--- src/inc/rsp_consts.vh ---
`ifndef RSP_CONSTS_VH
`define RSP_CONSTS_VH

// Register offsets; word index is the low byte, byte address is four times it
`define RSP_A_CTL3 32'hFFFF_C200
`define RSP_A_CTL4 32'hFFFF_C201
`define RSP_A_MODE3 32'hFFFF_C202
`define RSP_A_MODE4 32'hFFFF_C203
`define RSP_A_STAT3 32'hFFFF_C205
`define RSP_A_IER3 32'hFFFF_C208
`define RSP_A_OUTPUT_MASTER_ENABLE 32'hFFFF_C20A
`define RSP_A_OCR1 32'hFFFF_C20E
`define RSP_A_CNT3 32'hFFFF_C210
`define RSP_A_CNT4 32'hFFFF_C212
`define RSP_A_PER 32'hFFFF_C218
`define RSP_A_DUTY1 32'hFFFF_C21A
`define RSP_A_DUTY2 32'hFFFF_C21C
`define RSP_A_DUTY3 32'hFFFF_C21E
`define RSP_A_PBUF 32'hFFFF_C224
`define RSP_A_DBUF1 32'hFFFF_C226
`define RSP_A_DBUF2 32'hFFFF_C228
`define RSP_A_DBUF3 32'hFFFF_C22A
`define RSP_A_START 32'hFFFF_C280

// Field positions
`define RSP_F_COUNTER_CLEAR_SELECT 7:5
`define RSP_F_CLOCK_EDGE_SELECT 4:3
`define RSP_F_PRESCALER_SELECT 2:0
`define RSP_F_MD 3:0
`define RSP_B_BFA 4
`define RSP_B_BFB 5
`define RSP_B_IRQEN 0
`define RSP_B_FLAG 0
`define RSP_B_PERIOD_TOGGLE_ENABLE 6
`define RSP_B_OUTPUT_CONTROL_LOCK 3
`define RSP_B_OUTPUT_LEVEL_SOURCE 2
`define RSP_B_INVERSE_LEVEL_SELECT 1
`define RSP_B_POSITIVE_LEVEL_SELECT 0
`define RSP_B_CH3_COUNT_START 6
`define RSP_B_CH4_COUNT_START 7

// Codes
`define RSP_COUNTER_CLEAR_SELECT_PER 3'h1
`define RSP_CLOCK_EDGE_SELECT_RISE 2'h0
`define RSP_CLOCK_EDGE_SELECT_FALL 2'h1
`define RSP_PRESCALER_SELECT_DIV1 3'h0
`define RSP_PRESCALER_SELECT_DIV4 3'h1
`define RSP_PRESCALER_SELECT_DIV16 3'h2
`define RSP_PRESCALER_SELECT_DIV64 3'h3
`define RSP_MD_RSP 4'h8

// Prescaler terminal counts (divide ratio minus one)
`define RSP_DIV1_LAST 6'h0
`define RSP_DIV4_LAST 6'h3
`define RSP_DIV16_LAST 6'hF
`define RSP_DIV64_LAST 6'h3F

// Reset values
`define RSP_RST_8 8'h00
`define RSP_RST_16 16'h0000
`define RSP_RST_GR 16'hFFFF

`endif

--- src/hdl/rsp_pwm_top.v ---
// Contract
// RULE_01: Period-match clear code clears channel 3 counter.
// RULE_02: Edge select 00 counts rising edges.
// RULE_03: Prescaler code 001 divides clock by four.
// RULE_04: Channel 4 follows channel 3 settings.
// RULE_05: Mode code 1000 selects reset-synchronized PWM.
// RULE_06: Buffer bits pair C/D with A/B.
// RULE_07: Software keeps channel 4 buffer bits zero.
// RULE_08: Period register is counter upper limit.
// RULE_09: Duty registers map to output pairs one-three.
// RULE_10: Software preloads buffers equal to compares.
// RULE_11: Toggle enable inverts extra output per period.
// RULE_12: Lock clear allows level and source writes.
// RULE_13: Source zero takes levels from control one.
// RULE_14: Inverse level one: start low, active high.
// RULE_15: Positive level one: start low, active high.
// RULE_16: Master enable bit gates each pin drive.
// RULE_17: Compare interrupt enable raises request on flag.
// RULE_18: Channel 3 start runs both counters.
// RULE_19: Software never sets channel 4 start.
// RULE_20: Sixteen-bit counters, software zeroes before start.
// RULE_21: Period match copies buffers into compares.
// RULE_22: Clear in last state, period plus one.
// RULE_23: Zero duty pulses; duty over period toggles.
// RULE_24: Active at duty match, inactive at period.
`timescale 1ns/1ns
`include "rsp_consts.vh"
module rsp_pwm_top (
	input wire clk_i, // 125 MHz system clock
	input wire rst_i, // Sync reset, high
	input wire [31:0] wb_adr_i, // Byte address
	input wire [31:0] wb_dat_i, // Write data
	output wire [31:0] wb_dat_o, // Read data
	input wire wb_we_i, // Write enable
	input wire [3:0] wb_sel_i, // Byte lanes
	input wire wb_cyc_i, // Cycle
	input wire wb_stb_i, // Strobe
	output wire wb_ack_o, // Acknowledge
	output wire irq_o, // Period compare request
	output wire period_toggle_pin_o, // Per-period toggle
	output wire phase1_pos_pin_o, // Phase 1 positive
	output wire phase1_pos_pin_oe_o, // Phase 1 positive drive
	output wire phase2_pos_pin_o, // Phase 2 positive
	output wire phase2_pos_pin_oe_o, // Phase 2 positive drive
	output wire phase3_pos_pin_o, // Phase 3 positive
	output wire phase3_pos_pin_oe_o, // Phase 3 positive drive
	output wire phase1_neg_pin_o, // Phase 1 inverse
	output wire phase1_neg_pin_oe_o, // Phase 1 inverse drive
	output wire phase2_neg_pin_o, // Phase 2 inverse
	output wire phase2_neg_pin_oe_o, // Phase 2 inverse drive
	output wire phase3_neg_pin_o, // Phase 3 inverse
	output wire phase3_neg_pin_oe_o // Phase 3 inverse drive
);
	function [7:0] idx;
		input [31:0] off;
		begin
			idx = off[7:0];
		end
	endfunction

	function [15:0] merge16;
		input [15:0] old;
		input [31:0] dat;
		input [3:0] sel;
		begin
			merge16 = {sel[1] ? dat[15:8] : old[15:8],
				sel[0] ? dat[7:0] : old[7:0]};
		end
	endfunction

	reg ack_q;
	reg [31:0] dat_q;
	reg [7:0] ctl3_q;
	reg [7:0] ctl4_q;
	reg [7:0] mode3_q;
	reg [7:0] mode4_q;
	reg [7:0] ier3_q;
	reg [7:0] output_master_enable_q;
	reg [7:0] ocr1_q;
	reg [7:0] start_q;
	reg flag_q;
	reg [15:0] cnt3_q;
	reg [15:0] cnt4_q;
	reg [15:0] per_q;
	reg [15:0] pbuf_q;
	reg tog_q;
	reg ran_q;
	reg [5:0] pin_q;
	reg [31:0] rd_d;

	wire [7:0] widx;
	wire req;
	wire wr_go;
	wire lo_wr;
	wire rsp;
	wire run3;
	wire run4;
	wire tick;
	wire pmatch;
	wire clr3;
	wire bfa;
	wire bfb;
	wire [47:0] duty_w;
	wire [47:0] dbuf_w;
	wire [2:0] act_w;
	wire [5:0] lvl_w;
	wire [2:0] neg_act_w;

	assign widx = wb_adr_i[9:2];
	assign req = wb_cyc_i & wb_stb_i;
	// Write lands on the edge where the master sees ack
	assign wr_go = req & wb_we_i & ack_q;
	// Byte registers live in lane 0; other lanes alone change nothing
	assign lo_wr = wr_go & wb_sel_i[0];

	assign rsp = (mode3_q[`RSP_F_MD] == `RSP_MD_RSP); // see RULE_05
	assign run3 = start_q[`RSP_B_CH3_COUNT_START];
	// Channel 4 start bit has no effect in this mode
	assign run4 = rsp ? start_q[`RSP_B_CH3_COUNT_START] : start_q[`RSP_B_CH4_COUNT_START]; // see RULE_18
	// Channel 4 buffer bits are ignored; pairing follows channel 3
	assign bfa = mode3_q[`RSP_B_BFA]; // see RULE_04
	assign bfb = mode3_q[`RSP_B_BFB]; // see RULE_06
	assign pmatch = tick & run3 & (cnt3_q == per_q); // see RULE_08
	assign clr3 = pmatch & (ctl3_q[`RSP_F_COUNTER_CLEAR_SELECT] == `RSP_COUNTER_CLEAR_SELECT_PER); // see RULE_01

	// One divider serves both channels, so their counts stay in step
	rsp_prescaler u_presc (
		.clk_i(clk_i),
		.rst_i(rst_i),
		.run_i(run3 | run4),
		.sel_i(ctl3_q[`RSP_F_PRESCALER_SELECT]),
		.edge_i(ctl3_q[`RSP_F_CLOCK_EDGE_SELECT]),
		.tick_o(tick)
	);

	// Bus slave: ack one cycle after request, dropped the cycle after
	always @(posedge clk_i) begin
		if (rst_i) begin
			ack_q <= 1'b0;
			dat_q <= 32'h0000_0000;
		end else begin
			ack_q <= req & ~ack_q;
			if (req & ~ack_q)
				dat_q <= rd_d;
		end
	end
	assign wb_ack_o = ack_q;
	// Data is taken a cycle before ack, so a running counter may read one count behind
	assign wb_dat_o = dat_q;

	// Control registers
	always @(posedge clk_i) begin
		if (rst_i) begin
			ctl3_q <= `RSP_RST_8;
			ctl4_q <= `RSP_RST_8;
			mode3_q <= `RSP_RST_8;
			mode4_q <= `RSP_RST_8;
			ier3_q <= `RSP_RST_8;
			output_master_enable_q <= `RSP_RST_8;
			ocr1_q <= `RSP_RST_8;
			start_q <= `RSP_RST_8;
		end else if (lo_wr) begin
			case (widx)
				idx(`RSP_A_CTL3): ctl3_q <= wb_dat_i[7:0];
				idx(`RSP_A_CTL4): ctl4_q <= wb_dat_i[7:0];
				idx(`RSP_A_MODE3): mode3_q <= wb_dat_i[7:0];
				idx(`RSP_A_MODE4): mode4_q <= wb_dat_i[7:0];
				idx(`RSP_A_IER3): ier3_q <= {7'h0, wb_dat_i[`RSP_B_IRQEN]};
				idx(`RSP_A_OUTPUT_MASTER_ENABLE): output_master_enable_q <= {2'h0, wb_dat_i[5:0]};
				idx(`RSP_A_OCR1): begin
					ocr1_q[`RSP_B_PERIOD_TOGGLE_ENABLE] <= wb_dat_i[`RSP_B_PERIOD_TOGGLE_ENABLE];
					// Lock is sticky until reset
					ocr1_q[`RSP_B_OUTPUT_CONTROL_LOCK] <= ocr1_q[`RSP_B_OUTPUT_CONTROL_LOCK] | wb_dat_i[`RSP_B_OUTPUT_CONTROL_LOCK];
					if (!ocr1_q[`RSP_B_OUTPUT_CONTROL_LOCK])
						ocr1_q[2:0] <= wb_dat_i[2:0]; // see RULE_12
				end
				// Channel 4 start is kept, but counts only outside this mode
				idx(`RSP_A_START): start_q <= {wb_dat_i[7:6], 6'h0};
				default: ctl3_q <= ctl3_q;
			endcase
		end
	end

	// Compare flag: a match in the clearing cycle still sets it
	always @(posedge clk_i) begin
		if (rst_i)
			flag_q <= 1'b0;
		else if (pmatch)
			flag_q <= 1'b1;
		// Only a written 0 clears; a written 1 leaves the flag alone
		else if (lo_wr && widx == idx(`RSP_A_STAT3) && !wb_dat_i[`RSP_B_FLAG])
			flag_q <= 1'b0;
	end
	// Level request; stays up until the flag or the enable is cleared
	assign irq_o = flag_q & ier3_q[`RSP_B_IRQEN]; // see RULE_17

	// Counters; a software write wins over counting
	always @(posedge clk_i) begin
		if (rst_i) begin
			cnt3_q <= `RSP_RST_16;
			cnt4_q <= `RSP_RST_16;
		end else begin
			if (wr_go && widx == idx(`RSP_A_CNT3))
				cnt3_q <= merge16(cnt3_q, wb_dat_i, wb_sel_i); // see RULE_20
			else if (tick && run3)
				cnt3_q <= clr3 ? `RSP_RST_16 : cnt3_q + 16'h0001; // see RULE_22
			// In this mode channel 4 clears with channel 3; all three phases compare against the channel 3 count
			if (wr_go && widx == idx(`RSP_A_CNT4))
				cnt4_q <= merge16(cnt4_q, wb_dat_i, wb_sel_i);
			else if (tick && run4)
				cnt4_q <= (rsp && clr3) ? `RSP_RST_16 : cnt4_q + 16'h0001; // see RULE_04
		end
	end

	// Period and its buffer
	always @(posedge clk_i) begin
		if (rst_i) begin
			per_q <= `RSP_RST_GR;
			pbuf_q <= `RSP_RST_GR;
		end else begin
			if (wr_go && widx == idx(`RSP_A_PBUF))
				pbuf_q <= merge16(pbuf_q, wb_dat_i, wb_sel_i);
			// A buffer written in the transfer cycle is too late; the old value moves
			if (wr_go && widx == idx(`RSP_A_PER))
				per_q <= merge16(per_q, wb_dat_i, wb_sel_i);
			else if (pmatch && bfa)
				per_q <= pbuf_q; // see RULE_21
		end
	end

	// Per-phase duty, buffer and active state
	genvar i;
	generate
		for (i = 0; i < 3; i = i + 1) begin : ph
			localparam [31:0] DA = (i == 0) ? `RSP_A_DUTY1 : (i == 1) ? `RSP_A_DUTY2 : `RSP_A_DUTY3;
			localparam [31:0] BA = (i == 0) ? `RSP_A_DBUF1 : (i == 1) ? `RSP_A_DBUF2 : `RSP_A_DBUF3;
			reg [15:0] duty_q;
			reg [15:0] dbuf_q;
			reg act_q;
			wire buf_en;

			// Phase 2 sits on an A register, the others on B
			assign buf_en = (i == 1) ? bfa : bfb; // see RULE_06
			assign duty_w[16*i+:16] = duty_q; // see RULE_09
			assign dbuf_w[16*i+:16] = dbuf_q;
			assign act_w[i] = act_q;

			always @(posedge clk_i) begin
				if (rst_i) begin
					duty_q <= `RSP_RST_GR;
					dbuf_q <= `RSP_RST_GR;
				end else begin
					if (wr_go && widx == DA[7:0])
						duty_q <= merge16(duty_q, wb_dat_i, wb_sel_i);
					else if (pmatch && buf_en)
						duty_q <= dbuf_q; // see RULE_21
					if (wr_go && widx == BA[7:0])
						dbuf_q <= merge16(dbuf_q, wb_dat_i, wb_sel_i);
				end
			end

			// Duty at or past period never matches alone, so it toggles
			always @(posedge clk_i) begin
				if (rst_i || !rsp)
					act_q <= 1'b0;
				else if (pmatch)
					act_q <= (duty_q >= per_q) ? ~act_q : 1'b0; // see RULE_23
				// A duty moved below the count waits for the next period
				else if (tick && run3 && cnt3_q == duty_q)
					act_q <= 1'b1; // see RULE_24
			end
		end
	endgenerate

	// Inverse stays at its initial level until the first start
	always @(posedge clk_i) begin
		if (rst_i || !rsp) begin
			ran_q <= 1'b0;
			tog_q <= 1'b0;
		end else begin
			if (run3)
				ran_q <= 1'b1;
			if (pmatch && ocr1_q[`RSP_B_PERIOD_TOGGLE_ENABLE])
				tog_q <= ~tog_q; // see RULE_11
		end
	end

	// Inverse is active while its positive side idles, once the counter has run
	assign neg_act_w = ~act_w & {3{ran_q}};
	// Only one output control set exists, so the source bit selects it either way
	assign lvl_w[2:0] = ocr1_q[`RSP_B_POSITIVE_LEVEL_SELECT] ? act_w : ~act_w; // see RULE_15
	assign lvl_w[5:3] = ocr1_q[`RSP_B_INVERSE_LEVEL_SELECT] ? neg_act_w : ~neg_act_w; // see RULE_14

	// Registered so compare glitches never reach the pins
	always @(posedge clk_i) begin
		if (rst_i)
			pin_q <= 6'h00;
		else
			pin_q <= lvl_w; // see RULE_13
	end

	assign period_toggle_pin_o = tog_q;
	assign phase1_pos_pin_o = pin_q[0];
	assign phase2_pos_pin_o = pin_q[1];
	assign phase3_pos_pin_o = pin_q[2];
	assign phase1_neg_pin_o = pin_q[3];
	assign phase2_neg_pin_o = pin_q[4];
	assign phase3_neg_pin_o = pin_q[5];

	// Enables come straight from the master enable bits; levels run on when off
	assign phase1_pos_pin_oe_o = output_master_enable_q[0]; // see RULE_16
	assign phase2_pos_pin_oe_o = output_master_enable_q[1];
	assign phase3_pos_pin_oe_o = output_master_enable_q[2];
	assign phase1_neg_pin_oe_o = output_master_enable_q[3];
	assign phase2_neg_pin_oe_o = output_master_enable_q[4];
	assign phase3_neg_pin_oe_o = output_master_enable_q[5];

	// Read mux; unmapped words read zero
	always @* begin
		rd_d = 32'h0000_0000;
		case (widx)
			idx(`RSP_A_CTL3): rd_d[7:0] = ctl3_q;
			idx(`RSP_A_CTL4): rd_d[7:0] = ctl4_q;
			idx(`RSP_A_MODE3): rd_d[7:0] = mode3_q;
			idx(`RSP_A_MODE4): rd_d[7:0] = mode4_q;
			idx(`RSP_A_STAT3): rd_d[0] = flag_q;
			idx(`RSP_A_IER3): rd_d[7:0] = ier3_q;
			idx(`RSP_A_OUTPUT_MASTER_ENABLE): rd_d[7:0] = output_master_enable_q;
			idx(`RSP_A_OCR1): rd_d[7:0] = {1'b0, ocr1_q[6], 2'h0, ocr1_q[3:0]};
			idx(`RSP_A_CNT3): rd_d[15:0] = cnt3_q;
			idx(`RSP_A_CNT4): rd_d[15:0] = cnt4_q;
			idx(`RSP_A_PER): rd_d[15:0] = per_q;
			idx(`RSP_A_PBUF): rd_d[15:0] = pbuf_q;
			idx(`RSP_A_DUTY1): rd_d[15:0] = duty_w[15:0];
			idx(`RSP_A_DUTY2): rd_d[15:0] = duty_w[31:16];
			idx(`RSP_A_DUTY3): rd_d[15:0] = duty_w[47:32];
			idx(`RSP_A_DBUF1): rd_d[15:0] = dbuf_w[15:0];
			idx(`RSP_A_DBUF2): rd_d[15:0] = dbuf_w[31:16];
			idx(`RSP_A_DBUF3): rd_d[15:0] = dbuf_w[47:32];
			idx(`RSP_A_START): rd_d[7:0] = start_q;
			default: rd_d = 32'h0000_0000;
		endcase
	end
endmodule // rsp_pwm_top

--- src/hdl/rsp_prescaler.v ---
`timescale 1ns/1ns
`include "rsp_consts.vh"
module rsp_prescaler (
	input wire clk_i, // System clock
	input wire rst_i, // Sync reset, high
	input wire run_i, // Counter running
	input wire [2:0] sel_i, // Divide select
	input wire [1:0] edge_i, // Edge select
	output wire tick_o // One-cycle count enable
);
	reg [5:0] div_q;
	reg [5:0] last;
	wire rise;
	wire fall;

	always @* begin
		case (sel_i)
			`RSP_PRESCALER_SELECT_DIV1: last = `RSP_DIV1_LAST;
			`RSP_PRESCALER_SELECT_DIV4: last = `RSP_DIV4_LAST; // see RULE_03
			`RSP_PRESCALER_SELECT_DIV16: last = `RSP_DIV16_LAST;
			`RSP_PRESCALER_SELECT_DIV64: last = `RSP_DIV64_LAST;
			default: last = `RSP_DIV1_LAST;
		endcase
	end

	// Restart phase on stop so the first count after start is predictable
	always @(posedge clk_i) begin
		if (rst_i || !run_i || div_q >= last)
			div_q <= 6'h0;
		else
			div_q <= div_q + 6'h1;
	end

	assign rise = (div_q == last);
	assign fall = (div_q == (last >> 1));
	// Divided clock rises at wrap and falls at half way
	assign tick_o = (edge_i == `RSP_CLOCK_EDGE_SELECT_RISE) ? rise : // see RULE_02
		(edge_i == `RSP_CLOCK_EDGE_SELECT_FALL) ? fall : (rise | fall);
endmodule // rsp_prescaler

--- config.mk ---
export PLATFORM = sky130hd
export DESIGN_NAME = rsp_pwm_top
export DESIGN_NICKNAME = d
export VERILOG_FILES = /design/src/hdl/rsp_pwm_top.v /design/src/hdl/rsp_prescaler.v
export VERILOG_INCLUDE_DIRS = /design/src /design/src/inc
export SDC_FILE = /design/constraint.sdc
export NUM_CORES = 1
export LEC_CHECK = 0
export BUFFER_PORTS_ARGS = -buffer_cell sky130_fd_sc_hd__clkbuf_2
export CAP_MARGIN = 20
export CORE_ASPECT_RATIO = 2
export CORE_MARGIN = 1.5
export CORE_UTILIZATION = 45
export DETAILED_ROUTE_END_ITERATION = 8
export SLEW_MARGIN = 0
export SYNTH_ARGS = -nofsm -noshare
export SYNTH_HDL_FRONTEND = slang
export SYNTH_SLANG_ARGS = --single-unit
--- constraint.sdc ---
create_clock -name clk_i -period 3.2 [get_ports clk_i]
set_input_delay 0.64 -clock clk_i [delete_from_list [all_inputs] [get_ports clk_i]]
set_output_delay 0.64 -clock clk_i [all_outputs]
set_load 0.03 [all_outputs]
======== Yosys cells after proc, flatten, opt, wreduce, memory -nomap -nowiden ========
Cells that the tools add are included.
word-level totals
  register bits ........................... 241
  input port bits ......................... 73
  output and inout bits ................... 47
  logic and storage cells ................. 213
cells by class
  add/sub/neg operators ................... 3
  order comparisons ....................... 4
  eq/ne operators ......................... 42
  multiplexer cells ....................... 36
  bitwise logic cells ..................... 21
  reduce and logical (&&, ||, !) cells .... 68
operator list
  kind                                           count
  2-to-1 mux 16 bit                              14
  case mux 7 bit (17 select lines)               1
  case mux 8 bit (10 select lines)               1
  == test 16 bit                                 4
  AND reduction 2 bit                            28
  == test 8 x 5 -> 1 bit, second input constant  6
  greater-or-equal comparator 16 bit             3
  adder 16 x 1 -> 16 bit, second input constant  2
  == test 8 x 6 -> 1 bit, second input constant  4
  == test 8 x 4 -> 1 bit, second input constant  3
  != test 2 bit, second input constant           12
  logical AND 1 bit                              21
  nonzero test 2 bit                             10
  case mux 1 bit (18 select lines)               1
  case mux 6 bit (3 select lines)                1
  == test 8 x 2 -> 1 bit, second input constant  2
  2-to-1 mux 8 bit                               2
  2-to-1 mux 1 bit                               14
  bitwise AND 1 bit                              9
  == test 8 x 1 -> 1 bit, second input constant  1
  == test 8 x 3 -> 1 bit, second input constant  1
  == test 8 bit, second input constant           1
  logical NOT 8 bit                              1
  adder 6 x 1 -> 6 bit, second input constant    1
  other kinds (16)                               31

======== Longest topological paths before layout ========
  word-level depth ........................ 13
  gate-level depth with buffers ........... 13
  mapped depth without buffers ............ 11

======== Hierarchy ========
From an unflattened synthesis, not the netlist that was laid out.
second synthesis, totals
  cells, all modules ...................... 1,783
  area, all modules ....................... 14,936.8 um2
modules (own cells, without submodules)
  module         instances  cells an instance  area an instance (um2)  sequential area each (um2)
  rsp_pwm_top    1          1,730              14,488.9                4,704.5
  rsp_prescaler  1          53                 447.9                   120.1

======== Least setup slack after synthesis ========
No wires, ideal clock.
  path type ............................... input to register
  from .................................... input wb_adr_i[8]
  to ...................................... register ph[2].duty_q[1]
  library setup time ...................... 0.117 ns
  data arrival time ....................... 2.625 ns
  data required time ...................... 3.083 ns
  setup slack ............................. 0.459 ns
  stages .................................. 9
  buffers on the path ..................... 3
  path through ............................ buf_2 or4b_4 nor3_2 and2_1 buf_4 buf_2 mux2_2 mux2i_1 nand2b_1
on the way
  longest elaborated chain between the ends .. 4
  elaborated cells between the ends (all ways) .. 6
  classes of those cells .................. eq/ne: 2; mux: 1; reduce/logical: 3
ends and longest elaborated chain
  what                                                                  RTL line           source
  start, declared                                                       rsp_pwm_top.v:31   input wire [31:0] wb_adr_i,
  == test 8 x 5 -> 1 bit (*)                                            rsp_pwm_top.v:253  if (wr_go && widx == DA[7:0])
  logical AND 1 bit (*)                                                 rsp_pwm_top.v:253
  != test 2 bit (no line) / nonzero test 2 bit (equally long branches)  n/a
  AND reduction 2 bit (no line)                                         n/a
  end signal, assigned                                                  rsp_pwm_top.v:250  duty_q <= `RSP_RST_GR;
  end signal, assigned                                                  rsp_pwm_top.v:254  duty_q <= merge16(duty_q, wb_dat_i, wb_sel_i);
  end signal, assigned                                                  rsp_pwm_top.v:256  duty_q <= dbuf_q;
  end, declared                                                         rsp_pwm_top.v:237  reg [15:0] duty_q;
Every way passes the cells marked *; elsewhere a longest branch is shown, timed or not.
A chain may end at the register's enable or synchronous reset.

======== Worst setup path after layout ========
  from .................................... register ctl3_q[2]
  to ...................................... register cnt3_q[11]
on the way
  longest elaborated chain between the ends .. 12
  elaborated cells between the ends (all ways) .. 18
  classes of those cells .................. eq/ne: 5; mux: 6; bitwise: 4; reduce/logical: 3
ends and longest elaborated chain
  what                                                                     RTL line                                source
  start, declared                                                          rsp_pwm_top.v:73                        reg [7:0] ctl3_q;
  start signal, assigned                                                   rsp_pwm_top.v:154                       ctl3_q <= `RSP_RST_8;
  start signal, assigned                                                   rsp_pwm_top.v:164                       idx(`RSP_A_CTL3): ctl3_q <= wb_dat_i[7:0];
  start signal, assigned                                                   rsp_pwm_top.v:179                       default: ctl3_q <= ctl3_q;
  == test 3 x 2 -> 1 bit / == test 3 x 1 -> 1 bit (equally long branches)  rsp_prescaler.v:17                      case (sel_i)
  case mux 6 bit (3 select lines) (*)                                      rsp_prescaler.v:17
  == test 6 bit / == test 6 x 5 -> 1 bit (equally long branches)           rsp_prescaler.v:34, rsp_prescaler.v:35
  bitwise OR 1 bit                                                         rsp_prescaler.v:38                      (edge_i == `RSP_CLOCK_EDGE_SELECT_FALL) ? fall : (rise | fall);
  2-to-1 mux 1 bit                                                         rsp_prescaler.v:38
  2-to-1 mux 1 bit (*)                                                     rsp_prescaler.v:37                      assign tick_o = (edge_i == `RSP_CLOCK_EDGE_SELECT_RISE) ? rise :
  bitwise AND 1 bit (2 in series)                                          rsp_pwm_top.v:123                       assign pmatch = tick & run3 & (cnt3_q == per_q);
  bitwise AND 1 bit                                                        rsp_pwm_top.v:124                       assign clr3 = pmatch & (ctl3_q[`RSP_F_COUNTER_CLEAR_SELECT] == `RSP_COUNTER_CLEAR_SELECT_PER);
  2-to-1 mux 16 bit                                                        rsp_pwm_top.v:206                       cnt3_q <= clr3 ? `RSP_RST_16 : cnt3_q + 16'h0001;
  2-to-1 mux 16 bit                                                        rsp_pwm_top.v:205                       else if (tick && run3)
  2-to-1 mux 16 bit                                                        rsp_pwm_top.v:203                       if (wr_go && widx == idx(`RSP_A_CNT3))
  end signal, assigned                                                     rsp_pwm_top.v:200                       cnt3_q <= `RSP_RST_16;
  end signal, assigned                                                     rsp_pwm_top.v:204                       cnt3_q <= merge16(cnt3_q, wb_dat_i, wb_sel_i);
  end signal, assigned                                                     rsp_pwm_top.v:206
  end, declared                                                            rsp_pwm_top.v:82                        reg [15:0] cnt3_q;
Every way passes the cells marked *; elsewhere a longest branch is shown, timed or not. The select of a mux whose other input is x is not followed.

==> results.json <==
{
  "die_area_um2": 34000,
  "synth_compound_area_frac": 0.184,
  "r2r-start": "ctl3_q[2]$_SDFFE_PP0P_",
  "fin_cells": 2304,
  "tightest_slew_ns": 1.01,
  "synth-edff-count": 0,
  "async_flop_share": 0,
  "dp_hpwl_um": 48700,
  "rsz0062_at_grt": "no",
  "top_layer": "met5",
  "drt_wl_total_um": 65300,
  "leakagePower_nw": 6.25,
  "grt_max_degree": 83,
  "holdCritPathClass": "reg2reg",
  "vias": 14313,
  "area_growth_syn_to_layout_pct": 14.6,
  "grt_pass1_wl_um": 93500,
  "synth-xor-area-share": 0.0498,
  "wl_per_cell_um": 28.3,
  "wl_met2_um": 30600,
  "synth_seq_area_share": 0.327,
  "critPathLaunchType": "register",
  "synthCells": 1761,
  "synth_commonest_cells": "241 x dfxtp_1, 225 x nand2_1, 113 x nor2_1",
  "max_freq_mhz": 327,
  "die_h_um": 259,
  "core_um2": 32200,
  "relSlewSlack": 0.321,
  "clkSinkCount": 241,
  "hold_viol": 0,
  "numPortBuffers": 61,
  "power_mw": 6.41,
  "synthMuxAreaShare": 0.114,
  "grt_overflow_total": 0,
  "reg2reg_slack_ns": 0.14,
  "route.detailed.drc": 0,
  "grt_use_total": 0.386,
  "place_ws_ns": 0.133,
  "ys.flop_type": "dfxtp_1",
  "power_density_nw_per_um2": 379,
  "first_global_vias": 14123,
  "yosys_register_bits": 241,
  "critPathMaxStageDelay_ns": 0.38,
  "cts_buffer_depth": 3,
  "met3_length_um": 4590,
  "finalSetupTns_ns": 0,
  "postRouteAntennaNets": 0,
  "hold_buffers": 0,
  "io-pin-count": 120,
  "cp_common_cell": "buf_4",
  "cts_tree": "done",
  "gp_congestion": 1.06,
  "fin_skew_ns": 0.0261,
  "slew_violations": 0,
  "finalCriticalPeriod_ns": 3.06,
  "antenna_found_initial": 2,
  "synth_top_family_by_area": "simple AND/OR/NAND/NOR gates",
  "rows": 93,
  "drive_gt1_frac": 0.182,
  "clk_pin_slew_ns": 0.07,
  "synth_top_area_cell": "dfxtp_1",
  "postPlaceCellArea_um2": 16100,
  "endpoint_kind": "register",
  "crit_path_cell_trace": "nand3b_1 -> ha_1 -> nand3_1 -> nor3_1 -> a31o_2 -> buf_4 -> and3_1 -> buf_4 -> a2111oi_0 -> o21ai_0 -> a21oi_1",
  "synth_top_area_frac": 0.327,
  "cts_buffers": 25,
  "reg2reg_to": "cnt3_q[11]$_SDFFE_PP0P_",
  "ff2ff_path_depth": 11,
  "cp_max_fo": 5,
  "syn_area_um2": 14800,
  "synthAdderAreaFrac": 0.0483,
  "arrival_ns": 3.52,
  "status": "finished clean",
  "yosys.area_share.simple": 0.227,
  "peakVddDrop_v": 0.000413,
  "post_cts_buffers": 0,
  "drtIter0Drc": 1323,
  "final_area_um2": 16900,
  "worstHoldStart": "wb_dat_o[7]$_SDFFE_PP0P_",
  "finalSetupViolations": 0,
  "synthDistinctLibCells": 77,
  "drtPass1Iterations": 6,
  "critPathKind": "reg2reg",
  "hold_end": "wb_dat_o[7]$_SDFFE_PP0P_",
  "maxCapViolations": 0,
  "h-tree-depth": 1,
  "final.period_utilization": 0.956,
  "synth.avg_cell_area_um2": 8.38,
  "chipWidth_um": 131,
  "synth_warnings": 0,
  "cpMaxStageDelayCell": "a2111oi_0",
  "cp.required_ns": 3.66,
  "clk_latency_ns": 0.57,
  "drt-met1-wl_um": 21900,
  "layout.nets": 1991,
  "cts_root_buf": "clkbuf_16",
  "initial_utilization": 0.458,
  "n_fill_cell": 3140,
  "via_per_inst": 6.21,
  "synthTopCellsByArea": "dfxtp_1 33%, mux2i_1 6.0%, nand2_1 5.7%",
  "fin_ws_ns": 0.142,
  "dp_cells": 2260,
  "holdPathStages": 2,
  "yosysMostFrequentCell": "dfxtp_1"
}
worst max-delay path: cells and delay by family, from the launching register on:
family                   cells  cell delay, ns
AO/OA/AOI/OAI                4            1.03
AND/OR/NAND/NOR              4            0.78
buffers and inverters        2            0.42
adder cells (fa/ha/maj)      1            0.37
flip-flops                   1            0.35
kinds of logic (layout without fill, tap and decap cells):
| kind of cell | Yosys count | count (layout) |
|---|---|---|
| and+or+nand+nor | 661 | 661 |
| AOI/OAI and AO/OA | 393 | 393 |
| DFF | 241 | 241 |
| buffers and inverters | 165 | 265 |
| muxes | 159 | 159 |
| xor gates and xnor gates | 84 | 84 |
| adders and majority gates | 57 | 57 |
| other | 1 | 17 |
report_power, final:
part | leakage, nW | internal (mW) | switching, mW
clock network | 0.396 | 1.67 | 1.32
logic | 3.91 | 0.118 | 0.305
registers | 1.95 | 3.00 | 0.00190
total | 6.25 | 4.79 | 1.62
cell usage in the layout (no fill, tap or decap), drive strengths merged, types with 35 or more instances in the layout:
master / synthesis / layout
nand2: 226 / 226
mux2: 71 / 71
clkbuf: 73 / 95
a21oi: 108 / 108
nand3: 51 / 51
a22oi: 35 / 35
nor2: 119 / 119
nand2b: 74 / 74
ha: 57 / 57
o21ai: 79 / 79
nor2b: 46 / 46
buf: 60 / 130
mux2i: 88 / 88
xnor2: 59 / 59
dfxtp: 241 / 241
nand3b: 38 / 38
layout make-up:
class / count / area [um2] / share of cell area
Antenna cell: 1 / 2.50 / 0.000148
Clock buffer: 34 / 729 / 0.0431
Clock inverter: 8 / 77.6 / 0.00459
Inverter: 32 / 120 / 0.00710
Multi-Input combinational cell: 1370 / 9290 / 0.549
Sequential cell: 241 / 4820 / 0.285
Tap cell: 427 / 534 / 0.0316
Timing Repair Buffer: 191 / 1340 / 0.0791
sequential cells by signal, summed over array words and instances, names as in the netlist, 16 cells and up:
| name | cells |
|---|---|
| cnt3_q | 16 |
| cnt4_q | 16 |
| pbuf_q | 16 |
| per_q | 16 |
| ph.dbuf_q | 48 |
| ph.duty_q | 48 |
| wb_dat_o | 16 |
per-stage QoR:
step	utilization	hold WS [ns]
after detailed placement	0.499	0.439
after CTS	0.524	0.449
final	0.525	0.445
after global placement	0.499	0.435
after floorplan	-	0.426
after global routing	0.525	0.484
worst max path at each step:
stage,from,to,depth (start not counted)
finish,ctl3_q[2]$_SDFFE_PP0P_,cnt3_q[11]$_SDFFE_PP0P_,11
floorplan,wb_adr_i[8],ph[2].duty_q[1]$_SDFFE_PP1P_,9
CTS,ctl3_q[2]$_SDFFE_PP0P_,ph[2].duty_q[14]$_SDFFE_PP1P_,10
detailed placement,wb_adr_i[7],ph[2].duty_q[6]$_SDFFE_PP1P_,8
global placement,wb_adr_i[7],ph[2].duty_q[6]$_SDFFE_PP1P_,8
global route,ctl3_q[2]$_SDFFE_PP0P_,cnt3_q[11]$_SDFFE_PP0P_,11
layer usage:
layer	vias up	global-route usage
li1	6461	-
met1	6783	0.385
met2	728	0.628
met3	339	0.0919
met4	2	0.392
met5	-	0
what timing repair did:
item / CTS / global route
endpoints found under the setup margin: 0 / 22
resized for setup: 0 / 2
hold endpoints to repair: 0 / 0
No activity file was read; power rests on OpenSTA's default activity.
